--- config.mk ---
export PLATFORM = sky130hd
export DESIGN_NAME = buckboost_regs
export DESIGN_NICKNAME = d
export VERILOG_FILES = /design/src/rtl/buckboost_pkg.sv /design/src/rtl/buckboost_regs.sv /design/src/rtl/vref_ramp.sv /design/src/rtl/good_delay.sv
export SDC_FILE = /design/constraint.sdc
export NUM_CORES = 1
export LEC_CHECK = 0
export BUFFER_PORTS_ARGS = -buffer_cell sky130_fd_sc_hd__buf_4
export CELL_PAD_IN_SITES_DETAIL_PLACEMENT = 1
export CELL_PAD_IN_SITES_GLOBAL_PLACEMENT = 1
export CORE_MARGIN = 2
export CORE_UTILIZATION = 47
export DETAILED_ROUTE_END_ITERATION = 6
export PLACE_DENSITY = 0.91
export SETUP_SLACK_MARGIN = 0.3
export SYNTH_ARGS = -nofsm -noshare
export SYNTH_HDL_FRONTEND = slang
export SYNTH_SLANG_ARGS = --single-unit
--- constraint.sdc ---
create_clock -name clk -period 4.2 [get_ports clk]
set_input_delay 0.84 -clock clk [delete_from_list [all_inputs] [get_ports clk]]
set_output_delay 0.84 -clock clk [all_outputs]
set_load 0.1 [all_outputs]
--- src/rtl/buckboost_pkg.sv ---
package buckboost_pkg;

  // Register offsets as seen on the serial bus
  localparam logic [7:0] OFS_VOUT_LOW = 8'h00;
  localparam logic [7:0] OFS_VOUT_HIGH = 8'h01;
  localparam logic [7:0] OFS_VOLTAGE_UPDATE = 8'h02;
  localparam logic [7:0] OFS_CURRENT_LIMIT = 8'h03;
  localparam logic [7:0] OFS_CONTROL_ONE = 8'h04;
  localparam logic [7:0] OFS_CONTROL_TWO = 8'h05;
  localparam logic [7:0] OFS_CONDITION = 8'h09;

  // Field positions
  localparam int VOUT_LOW_BITS = 3;
  localparam int GO_BIT = 0;
  localparam int GOOD_DELAY_BIT = 1;
  localparam int LIMIT_MSB = 6;
  localparam int CONVERTER_CONTROL_ONE_LSB = 2;
  localparam int CONVERTER_CONTROL_TWO_LSB = 4;
  localparam int COND_LSB = 4;

  // Reset values
  localparam logic [10:0] VOUT_RESET = 11'h1f4;
  localparam logic [6:0] LIMIT_RESET = 7'h3c;
  localparam logic [5:0] CONVERTER_CONTROL_ONE_RESET = 6'h3c;
  localparam logic [3:0] CONVERTER_CONTROL_TWO_RESET = 4'h3;

  // Droop only applies from 5 V setting upward (10 mV per code)
  localparam logic [10:0] DROOP_MIN_CODE = 11'h1f4;

  // Timing
  localparam int CLK_PERIOD_PS = 4000;
  localparam int VOUT_LSB_MV = 10;
  localparam int SLEW_MV_PER_US = 1;
  localparam int STEP_TIME_NS = VOUT_LSB_MV * 1000 / SLEW_MV_PER_US;
  localparam int STEP_CYCLES = (STEP_TIME_NS * 1000 + CLK_PERIOD_PS - 1) / CLK_PERIOD_PS;
  localparam int PG_DELAY_US = 100;
  localparam int PG_DELAY_CYCLES = (PG_DELAY_US * 1000000 + CLK_PERIOD_PS - 1) / CLK_PERIOD_PS;

  // Serial bus bit phases
  localparam logic [3:0] BIT_ACK = 4'h8;
  localparam logic [3:0] BIT_AFTER_ACK = 4'h9;

  typedef struct packed {
    logic converter_on;
    logic fault_retry_select;
    logic discharge_on;
    logic forced_pwm;
    logic [1:0] switching_rate_select;
    logic [1:0] droop_code;
    logic [1:0] soft_start_select;
    logic [6:0] current_limit_code;
  } regulator_ctl_t;

  typedef struct packed {
    logic power_good_raw;
    logic thermal_shutdown;
    logic thermal_warning_flag;
    logic regulation_mode_flag;
  } condition_in_t;

endpackage

--- src/rtl/buckboost_regs.sv ---
`timescale 1ns/1ps
`default_nettype none
// Notes on behaviour
// - Trigger bit starts move to held code
// - Trigger self-clears when reference reaches target
// - Trigger reads one while move in progress
// - Discharge path on while trigger set
// - Target frozen while trigger is zero
// - Good-delay bit delays power-good rise 100us
// - Limit code bits 6:0, resets 60
// - Pin low: off; pin high: bit 7
// - Enable bit off keeps register contents
// - Bit 6 selects retry or latch-off
// - Bit 5 enables output discharge at pin shutdown
// - Bit 4 forces pulse-width at light load
// - Frequency field resets 00, others reserved
// - Droop field bits 7:6, resets 00
// - Droop only at settings of 5V up
// - Soft-start field bits 5:4, resets 11
// - Status bit 7 live power good
// - Status bits 6,5 thermal shutdown, warning
// - Status bit 4 constant-current mode
// - Output code 11 bits, low three, high eight
// - Output slews one millivolt per microsecond
module buckboost_regs
  import buckboost_pkg::*;
#(
  parameter logic [6:0] DEVICE_ADDR = 7'h69,
  parameter int PG_DELAY = PG_DELAY_CYCLES
) (
  input wire logic clk,
  input wire logic sys_rst,
  input wire logic enable_pin,
  input wire logic scl,
  input wire logic sda_in,
  output logic sda_out,
  output logic sda_oe,
  input wire buckboost_pkg::condition_in_t condition_in,
  output logic [10:0] vref_code,
  output logic power_good,
  output buckboost_pkg::regulator_ctl_t regulator_ctl
);
  import buckboost_pkg::*;

  typedef enum logic [2:0] {
    BUS_IDLE,
    BUS_ADDR,
    BUS_REG,
    BUS_WDATA,
    BUS_RDATA
  } bus_state_t;

  bus_state_t state_ff;
  logic scl_prev_ff;
  logic sda_prev_ff;
  logic [3:0] bitcnt_ff;
  logic [7:0] shift_ff;
  logic rw_ff;
  logic [7:0] ptr_ff;
  logic sda_out_ff;
  logic sda_oe_ff;
  logic wr_en;
  logic [7:0] wr_data;
  logic [7:0] read_byte;

  logic [2:0] vout_low_ff;
  logic [7:0] vout_high_ff;
  logic go_ff;
  logic good_delay_enable_ff;
  logic [6:0] current_limit_code_ff;
  logic [5:0] converter_control_one_ff;
  logic [3:0] converter_control_two_ff;
  logic enable_prev_ff;
  logic bank_reload;
  logic go_start;
  logic ramp_done;
  logic [10:0] vref;
  logic good_delayed;
  regulator_ctl_t nxt_ctl;
  regulator_ctl_t ctl_ff;

  logic scl_rise;
  logic scl_fall;
  logic bus_start;
  logic bus_stop;

  assign scl_rise = scl && !scl_prev_ff;
  assign scl_fall = !scl && scl_prev_ff;
  assign bus_start = scl && scl_prev_ff && sda_prev_ff && !sda_in;
  assign bus_stop = scl && scl_prev_ff && !sda_prev_ff && sda_in;

  // Serial interface is held off while the enable pin is low
  assign bank_reload = sys_rst || (enable_pin && !enable_prev_ff);
  assign wr_en = (state_ff == BUS_WDATA) && scl_fall && (bitcnt_ff == BIT_ACK);
  assign wr_data = shift_ff;

  function automatic logic [7:0] read_mux(input logic [7:0] ofs);
    logic [7:0] val;
    val = '0;
    unique case (ofs)
      OFS_VOUT_LOW: val = {5'h00, vout_low_ff};
      OFS_VOUT_HIGH: val = vout_high_ff;
      OFS_VOLTAGE_UPDATE: val = {6'h00, good_delay_enable_ff, go_ff};
      OFS_CURRENT_LIMIT: val = {1'b0, current_limit_code_ff};
      OFS_CONTROL_ONE: val = {converter_control_one_ff, 2'b00};
      OFS_CONTROL_TWO: val = {converter_control_two_ff, 4'h0};
      // Live values, nothing latched
      OFS_CONDITION: val = {good_delayed, condition_in.thermal_shutdown,
                            condition_in.thermal_warning_flag,
                            condition_in.regulation_mode_flag, 4'h0};
      default: val = '0;
    endcase
    return val;
  endfunction

  // Byte loaded for the next read slot; a process so bank changes are seen
  always_comb begin
    read_byte = read_mux(ptr_ff);
  end

  // Write strobe aimed at one register of the bank
  function automatic logic reg_write(input logic [7:0] ofs);
    return wr_en && (ptr_ff == ofs);
  endfunction

  always_ff @(posedge clk) begin
    if (sys_rst) begin
      scl_prev_ff <= 1'b1;
      sda_prev_ff <= 1'b1;
    end else begin
      scl_prev_ff <= scl;
      sda_prev_ff <= sda_in;
    end
  end

  // Pin history for the reload edge
  always_ff @(posedge clk) begin
    if (sys_rst) begin
      enable_prev_ff <= 1'b0;
    end else begin
      enable_prev_ff <= enable_pin;
    end
  end

  // Serial byte engine: sample on SCL rise, drive on SCL fall
  always_ff @(posedge clk) begin
    if (sys_rst || !enable_pin) begin
      state_ff <= BUS_IDLE;
      bitcnt_ff <= '0;
      shift_ff <= '0;
      rw_ff <= 1'b0;
      ptr_ff <= '0;
      sda_out_ff <= 1'b0;
      sda_oe_ff <= 1'b0;
    end else if (bus_start) begin
      state_ff <= BUS_ADDR;
      bitcnt_ff <= '0;
      sda_oe_ff <= 1'b0;
    end else if (bus_stop) begin
      state_ff <= BUS_IDLE;
      sda_oe_ff <= 1'b0;
    end else if (state_ff != BUS_IDLE) begin
      if (scl_rise) begin
        if (bitcnt_ff < BIT_ACK) begin
          if (state_ff != BUS_RDATA) begin
            shift_ff <= {shift_ff[6:0], sda_in};
          end
          bitcnt_ff <= bitcnt_ff + 4'h1;
        end else if (bitcnt_ff == BIT_ACK) begin
          // Master not acknowledging ends a read
          if (state_ff == BUS_RDATA && sda_in) begin
            state_ff <= BUS_IDLE;
          end else begin
            bitcnt_ff <= BIT_AFTER_ACK;
          end
        end
      end else if (scl_fall) begin
        if (bitcnt_ff == BIT_ACK) begin
          unique case (state_ff)
            BUS_ADDR: begin
              if (shift_ff[7:1] == DEVICE_ADDR) begin
                rw_ff <= shift_ff[0];
                sda_oe_ff <= 1'b1;
              end else begin
                state_ff <= BUS_IDLE;
              end
            end
            BUS_REG: begin
              ptr_ff <= shift_ff;
              sda_oe_ff <= 1'b1;
            end
            BUS_WDATA: begin
              ptr_ff <= ptr_ff + 8'h01;
              sda_oe_ff <= 1'b1;
            end
            BUS_RDATA: sda_oe_ff <= 1'b0;
            default: sda_oe_ff <= 1'b0;
          endcase
        end else if (bitcnt_ff == BIT_AFTER_ACK) begin
          bitcnt_ff <= '0;
          if ((state_ff == BUS_ADDR && rw_ff) || state_ff == BUS_RDATA) begin
            state_ff <= BUS_RDATA;
            shift_ff <= read_byte;
            ptr_ff <= ptr_ff + 8'h01;
            // Open drain: pull low for a zero only
            sda_oe_ff <= !read_byte[7];
          end else begin
            state_ff <= (state_ff == BUS_ADDR) ? BUS_REG : BUS_WDATA;
            sda_oe_ff <= 1'b0;
          end
        end else if (state_ff == BUS_RDATA) begin
          sda_oe_ff <= !shift_ff[3'(7 - 32'(bitcnt_ff))];
        end
      end
    end
  end

  // Output code registers
  always_ff @(posedge clk) begin
    if (bank_reload) begin
      vout_low_ff <= VOUT_RESET[VOUT_LOW_BITS-1:0];
    end else if (reg_write(OFS_VOUT_LOW)) begin
      vout_low_ff <= wr_data[VOUT_LOW_BITS-1:0];
    end
  end

  always_ff @(posedge clk) begin
    if (bank_reload) begin
      vout_high_ff <= VOUT_RESET[10:VOUT_LOW_BITS];
    end else if (reg_write(OFS_VOUT_HIGH)) begin
      vout_high_ff <= wr_data;
    end
  end

  // Only a one written to the trigger starts a move; codes alone do nothing
  assign go_start = wr_en && ptr_ff == OFS_VOLTAGE_UPDATE && wr_data[GO_BIT];

  always_ff @(posedge clk) begin
    if (bank_reload) begin
      go_ff <= 1'b0;
    end else if (go_start) begin
      // A fresh start in the done cycle keeps the bit set
      go_ff <= 1'b1;
    end else if (ramp_done) begin
      go_ff <= 1'b0;
    end
  end

  always_ff @(posedge clk) begin
    if (bank_reload) begin
      good_delay_enable_ff <= 1'b0;
    end else if (reg_write(OFS_VOLTAGE_UPDATE)) begin
      good_delay_enable_ff <= wr_data[GOOD_DELAY_BIT];
    end
  end

  always_ff @(posedge clk) begin
    if (bank_reload) begin
      current_limit_code_ff <= LIMIT_RESET;
    end else if (reg_write(OFS_CURRENT_LIMIT)) begin
      current_limit_code_ff <= wr_data[LIMIT_MSB:0];
    end
  end

  // Clearing the enable bit touches no other register
  always_ff @(posedge clk) begin
    if (bank_reload) begin
      converter_control_one_ff <= CONVERTER_CONTROL_ONE_RESET;
    end else if (reg_write(OFS_CONTROL_ONE)) begin
      converter_control_one_ff <= wr_data[7:CONVERTER_CONTROL_ONE_LSB];
    end
  end

  always_ff @(posedge clk) begin
    if (bank_reload) begin
      converter_control_two_ff <= CONVERTER_CONTROL_TWO_RESET;
    end else if (reg_write(OFS_CONTROL_TWO)) begin
      converter_control_two_ff <= wr_data[7:CONVERTER_CONTROL_TWO_LSB];
    end
  end

  vref_ramp u_ramp (
    .clk(clk),
    .sys_rst(bank_reload),
    .start(go_start),
    .target({vout_high_ff, vout_low_ff}),
    .vref_ff(vref),
    .done_ff(ramp_done)
  );

  good_delay #(
    .DELAY_CYCLES(PG_DELAY)
  ) u_good (
    .clk(clk),
    .sys_rst(sys_rst),
    .good_raw(condition_in.power_good_raw),
    .delay_enable(good_delay_enable_ff),
    .good_ff(good_delayed)
  );

  always_comb begin
    nxt_ctl.converter_on = enable_pin && converter_control_one_ff[5];
    nxt_ctl.fault_retry_select = converter_control_one_ff[4];
    // Pin shutdown discharge uses the bank kept through the low period
    nxt_ctl.discharge_on = go_ff || (!enable_pin && converter_control_one_ff[3]);
    nxt_ctl.forced_pwm = converter_control_one_ff[2];
    nxt_ctl.switching_rate_select = converter_control_one_ff[1:0];
    nxt_ctl.droop_code = (vref >= DROOP_MIN_CODE) ? converter_control_two_ff[3:2] : 2'b00;
    nxt_ctl.soft_start_select = converter_control_two_ff[1:0];
    nxt_ctl.current_limit_code = current_limit_code_ff;
  end

  always_ff @(posedge clk) begin
    if (sys_rst) begin
      ctl_ff <= '0;
      vref_code <= VOUT_RESET;
      power_good <= 1'b0;
    end else begin
      ctl_ff <= nxt_ctl;
      vref_code <= vref;
      power_good <= good_delayed;
    end
  end

  assign regulator_ctl = ctl_ff;
  assign sda_out = sda_out_ff;
  assign sda_oe = sda_oe_ff;

endmodule
`default_nettype wire

--- src/rtl/vref_ramp.sv ---
`timescale 1ns/1ps
`default_nettype none
module vref_ramp
  import buckboost_pkg::*;
(
  input wire logic clk,
  input wire logic sys_rst,
  input wire logic start,
  input wire logic [10:0] target,
  output logic [10:0] vref_ff,
  output logic done_ff
);
  logic [10:0] goal_ff;
  logic active_ff;
  logic [11:0] tick_ff;

  always_ff @(posedge clk) begin
    if (sys_rst) begin
      goal_ff <= VOUT_RESET;
      active_ff <= 1'b0;
      tick_ff <= '0;
      vref_ff <= VOUT_RESET;
      done_ff <= 1'b0;
    end else begin
      done_ff <= 1'b0;
      if (start) begin
        goal_ff <= target;
        active_ff <= 1'b1;
        tick_ff <= '0;
      end else if (active_ff) begin
        if (vref_ff == goal_ff) begin
          active_ff <= 1'b0;
          done_ff <= 1'b1;
        end else if (tick_ff == 12'(STEP_CYCLES - 1)) begin
          // One code per step time gives the fixed slew
          tick_ff <= '0;
          vref_ff <= (goal_ff > vref_ff) ? vref_ff + 11'h001 : vref_ff - 11'h001;
        end else begin
          tick_ff <= tick_ff + 12'h001;
        end
      end
    end
  end
endmodule
`default_nettype wire

--- src/rtl/good_delay.sv ---
`timescale 1ns/1ps
`default_nettype none
module good_delay #(
  parameter int DELAY_CYCLES = 25000
) (
  input wire logic clk,
  input wire logic sys_rst,
  input wire logic good_raw,
  input wire logic delay_enable,
  output logic good_ff
);
  logic [15:0] count_ff;

  always_ff @(posedge clk) begin
    if (sys_rst) begin
      count_ff <= '0;
      good_ff <= 1'b0;
    end else if (!good_raw) begin
      // Falling edge is never delayed
      count_ff <= '0;
      good_ff <= 1'b0;
    end else if (!delay_enable || count_ff == 16'(DELAY_CYCLES - 1)) begin
      good_ff <= 1'b1;
    end else if (!good_ff) begin
      count_ff <= count_ff + 16'h0001;
    end
  end
endmodule
`default_nettype wire

* Yosys cells after proc, flatten, opt, wreduce, memory -nomap -nowiden *
Index checks and enable logic that the tools add are counted.

storage, ports and cells
  bits in registers = 140
  input port bits = 9
  output and inout port bits = 31
  word-level logic and storage cells = 202

cells by class
  $add $sub $neg = 7
  order comparisons = 4
  equal/unequal tests = 34
  muxes and demuxes = 49
  bitwise gates (word level) = 10
  reductions and logical operators = 64

operator list
  kind                   number
  $mux 8                 10
  $pmux 8 s7             1
  $reduce_and 8->1       4
  $mux 3                 10
  $mux 4                 7
  $logic_and 1x1->1      21
  $add 16x1->16 const B  1
  $eq 16x15->1 const B   1
  $eq 8x2->1 const B     2
  $eq 8x3->1 const B     2
  $mux 1                 16
  $pmux 8 s2             1
  $add 12x1->12 const B  1
  $eq 12x12->1 const B   1
  $mux 12                1
  $ne 3x3->1 const B     4
  $reduce_bool 2->1      6
  $add 11x1->11 const B  1
  $eq 11x11->1           1
  $ge 11x9->1 const B    1
  $gt 11x11->1           1
  $mux 11                1
  $sub 11x1->11 const B  1
  $not 1->1              10
  other kinds (34)       63

* Depth between registers and ports, before layout *
  depth after elaboration = 11
  mapped depth = 16
  depth with buffers taken out = 16

* Hierarchy *
A second synthesis with hierarchy kept.

unflattened totals
  cell total of the unflattened synthesis = 824
  area, all modules = 7168.1 um2

modules (own cells, without submodules)
  module          instances  cells an instance  area an instance (um2)
  buckboost_regs  1          493                4210.3
  vref_ramp       1          241                2138.3
  good_delay      1          90                 819.5

* Worst setup path before layout *
OpenSTA, ideal clock, no wires.

  kind = register -> register
  start point = reg u_ramp.vref_ff[4]
  end point = reg u_ramp.vref_ff[10]
  library setup time = 0.072 ns
  arrival time = 3.023 ns
  slack = 1.105 ns
  stages on the path, launching flop included = 15
  period minus slack after synthesis = 3.095 ns
  cell sequence = dfxtp_1 > inv_1 > ha_1 > and4_1 > nand3_1 > o211ai_1 > nand2_1 > ha_1 > nor2b_1 > o31a_1 > o21ai_0 > o21ai_0 > a21o_1 > a21oi_1 > mux2i_1

between the ends
  longest elaborated chain between the ends = 3
  elaborated cells between the ends (all ways) = 7

ends and longest elaborated chain
  element                                                                line             source
  start: declaration                                                     vref_ramp.sv:10  output logic [10:0] vref_ff,
  start signal: assignment                                               vref_ramp.sv:37  vref_ff <= (goal_ff > vref_ff) ? vref_ff + 11'h001 : vref_ff - 11'h001;
  parallel branches: the longest is 3 deep, another holds $sub 11x1->11  -

Parallel ways; which one is timed is not known.
A chain may end at the register's enable or synchronous reset.

* Final worst setup path *
  start point = reg u_ramp.vref_ff[8]
  end point = reg u_ramp.vref_ff[10]

The elaborated chain is that of the path after synthesis.

==> out/summary.md <==
Setup path
• inv_1, ha_1, and3_1, nand3_1, o211ai_1, nand2_2, ha_1, nor2b_1, o31a_1, o21ai_1, o21ai_0, a21o_1, a21oi_1, mux2i_1 — cells along the critical path
• sky130_fd_sc_hd__ha_1 — most frequent CP cell
• 4.56 ns — worst path required time
• flop — kind of end point of the critical path
• flop — critical path launch point type
• sky130_fd_sc_hd__dfxtp_1 — cell with the largest stage delay on the worst path
• 4.00 ns — arrival time at the worst endpoint
• 14 — FF-to-FF path depth
• 10 — critical path peak fanout
• u_ramp.vref_ff[10] — critical path endpoint
• u_ramp.vref_ff[10] — end of the worst register-to-register path
• u_ramp.vref_ff[8] — Crit Reg-Reg Startpoint
• compound AO/OA/AOI/OAI gates — Crit path max-delay family
• flop to flop — kind of critical path
• 0.45 ns — maximum single-stage delay on the critical path
• 0.55 ns — reg2reg setup slack
• 1 — total buffers and inverters traversed by the critical path
• u_ramp.vref_ff[8] — crit path launch
• 14 — critical path depth in cells

Drt
• 5.956 — via count normalized by instance count
• 0 — DRC
• 0 — final antenna-violating net count
• 6087 — count of vias placed by the detailed router
• 5 — Detailed Routing Iterations Pass 1
• 19.72 um — post-detailed-route wirelength per cell
• 20150 um — total wire length
• 423 — count of routing violations after the opening detailed-route iteration

Timing
• 37.38% — relative max-transition margin
• 274.3 MHz — Max Clock Freq
• 0 — number of max-slew violations in the final report
• false — setup repair after global routing missed its margin
• 3.646 ns — shortest clock period the worst path allows after layout
• 0.9393 ns — transition at the pin with the smallest max-transition slack
• 0.4736 ns — worst hold slack
• 86.81% — period utilization
• 0 — final count of hold timing violations
• 0 ns — setup TNS
• 0 — count of endpoints failing setup in the final report
• 0.01155 ns — worst-case clock skew

Synthesis
• 805 — synthesized instance count
• 0.006942 mm^2 — post-synthesis cell area
• 847 — Post-Syn Nets
• 0% — async set-reset flop share out of synthesis
• 4.037% — xor/xnor share of the synthesized area
• 0 — count of flip-flops with a built-in enable after synthesis
• 0 — number of warnings printed during yosys synthesis
• 140 — post-synthesis register bit count
• 40.37% — portion of the post-synthesis area used by sequential elements
• 6.056% — Post-Synth Adder-Cell Area
• sky130_fd_sc_hd__dfxtp_1 — Primary FF master, synth
• 14.26% — Compound-Gate Fraction of Synth Area
• simple AND/OR/NAND/NOR gates — largest family of logic cells by synthesized area
• 8.623 um^2 — post-synthesis area per instance
• 71 — Unique masters post-synth
• 6.056% — post-synthesis mux area share
• 24.53% — area fraction in and, or, nand and nor cells after synthesis

Global routing
• 32990 um — first-pass GRT wire length
• 0 — total congestion overflow
• 6290 — via count of the first global-routing pass
• 34 — pin count of the biggest net entering global routing
• 26.12% — total routing resource utilization after global routing
• 0 — number of antenna violations at the first check in global routing

Min path
• flop to flop — class of the tightest hold or removal check
• u_ramp.goal_ff[0] — startpoint of the most critical hold path

Layout
• 14.19% — Layout Area Growth over Synthesis
• 1022 — post-route non-filler standard cell count
• 0 — number of inserted diodes
• 12.41% — share of cells above drive strength 1
• 0.007926 mm^2 — final design area excluding fillers
• sky130_fd_sc_hd__dfxtp_1 — commonest non-fill, non-tap cell in the layout
• 54.74% — core occupancy in the finished layout
• 867 — Total Nets Final
• sky130_fd_sc_hd__dfxtp_1, sky130_fd_sc_hd__nand2_1, sky130_fd_sc_hd__nor2_1 — commonest non-fill, non-tap cells in the layout

Pwr
• 3.004 nW — Leakage Power
• 276.1 uV — Max IR drop VDD
• 388.0 mW/mm^2 — pwr/cell area

CTS
• 0 — number of gates given a new drive strength after cts
• 0 — CTS Hold Bufs
• 2 — Bufs on Longest Clock Path
• 0.44 ns — clock insertion delay at the later pin of the skew report
• done — clock tree from TritonCTS
• 17 — TritonCTS buffer count
• 0 — post-CTS setup-driven buffer insertion count
• sky130_fd_sc_hd__clkbuf_16 — root buf cell
• 140 — clk sinks
• 0.06 ns — Clock transition at path regs
• 4 — Clock H-tree levels

Floorplanning
• 44 — number of rows created at floorplan
• 125.5 um — vertical die dimension
• 47.94% — Starting Density
• 0.01448 mm^2 — Std-Cell Core Area
• 40 — I/O pin count
• 125.5 um — horizontal extent of the die
• 0.01576 mm^2 — area of the die

Placement
• 38 — number of input and output port buffers inserted
• 990 — Placed Cells
• 0.8925 — Final GP Congestion
• 0.007301 mm^2 — Placement Cell Area
• 12930 um — total half-perimeter wirelength after legalization and detailed placement

Flow run
• 0 — Max Cap Violations

Status
• finished clean — outcome

[worst min-delay path by stage]
stage | slack (ns) | cells past startpoint | endpoint
6_report | 0.47 | 2 | u_ramp.goal_ff[0]
5_1_grt | 0.49 | 2 | u_ramp.goal_ff[5]
4_1_cts | 0.48 | 2 | u_ramp.goal_ff[0]
3_5_place_dp | 0.46 | 2 | u_ramp.goal_ff[0]
3_3_place_gp | 0.45 | 2 | u_ramp.goal_ff[0]
2_1_floorplan | 0.42 | 2 | regulator_ctl[10]
[registers in the layout (all words and copies together) (netlist names), 3 cells and up]
name / cells
bitcnt_ff: 4
converter_control_one_ff: 6
converter_control_two_ff: 4
current_limit_code_ff: 7
ptr_ff: 8
regulator_ctl: 17
shift_ff: 8
state_ff: 3
u_good.count_ff: 16
u_ramp.goal_ff: 11
u_ramp.tick_ff: 12
u_ramp.vref_ff: 11
vout_high_ff: 8
vout_low_ff: 3
vref_code: 11
[power breakdown]
part           internal, mW  switching [mW]  leakage, nW
Sequential             1.34         0.00429         1.13
Clock                 0.996           0.618        0.301
Combinational        0.0258          0.0957         1.57
Total                  2.36           0.718         3.00
[kinds of logic (layout without fill, tap and decap cells)]
| family | Yosys count | count (layout) |
|---|---|---|
| simple gates | 339 | 339 |
| fa+ha+maj | 33 | 33 |
| other cells | 1 | 1 |
| compound gates | 148 | 148 |
| buf+inv | 73 | 106 |
| mux | 39 | 39 |
| flops | 140 | 140 |
| xor+xnor | 32 | 32 |
[synthesized netlist by cell type (all sizes together), types with 11 or more instances]
library cell / number / area, um^2
a211oi: 12 / 95.09
a21oi: 39 / 195.2
a22oi: 18 / 135.1
and3: 16 / 105.1
buf: 20 / 122.6
clkbuf: 24 / 90.09
dfxtp: 140 / 2803
ha: 32 / 400.4
inv: 29 / 108.9
mux2i: 36 / 360.4
nand2: 103 / 394.1
nand2b: 16 / 100.1
nand3: 27 / 152.7
nand4: 11 / 68.82
nor2: 89 / 336.6
nor2b: 24 / 150.1
nor3: 17 / 95.09
o211ai: 11 / 82.58
o21ai: 31 / 155.1
xnor2: 13 / 113.9
xor2: 19 / 166.4
[worst register-to-register path: cells and delay by family (launching register included)]
kind / cells / cell delay [ns]
AOI/OAI and AO/OA: 6 / 1.38
adders and majority gates: 2 / 0.68
buffers and inverters: 1 / 0.11
DFF: 1 / 0.45
muxes: 1 / 0.23
and+or+nand+nor: 4 / 0.72
[cell type report]
class                      instances  area, um^2
timing repair buffer              45       337.8
multi-input combinational        592        3824
clock buffer                      18       429.2
clock inverter                    14       193.9
inverter                          29       108.9
sequential                       140        2803
fill                            1681        6553
tap                              184       230.2
[through the flow]
step	power (mW)	worst slack [ns]
6_report	3.076	0.5539
5_1_grt	3.161	0.3275
4_1_cts	3.098	0.4129
3_5_place_dp	1.489	0.7131
3_3_place_gp	1.487	0.8020
2_1_floorplan	1.457	1.105
[layer usage]
metal  GRT usage, %  vias to the layer above  wire (um)
li1               -                     2853          -
met1          33.17                     3007       8882
met2          42.77                      176       9594
met3          5.948                       51       1018
met4          11.05                        0        654
met5              0                        -          0
Power figures use the tool's default switching activity.
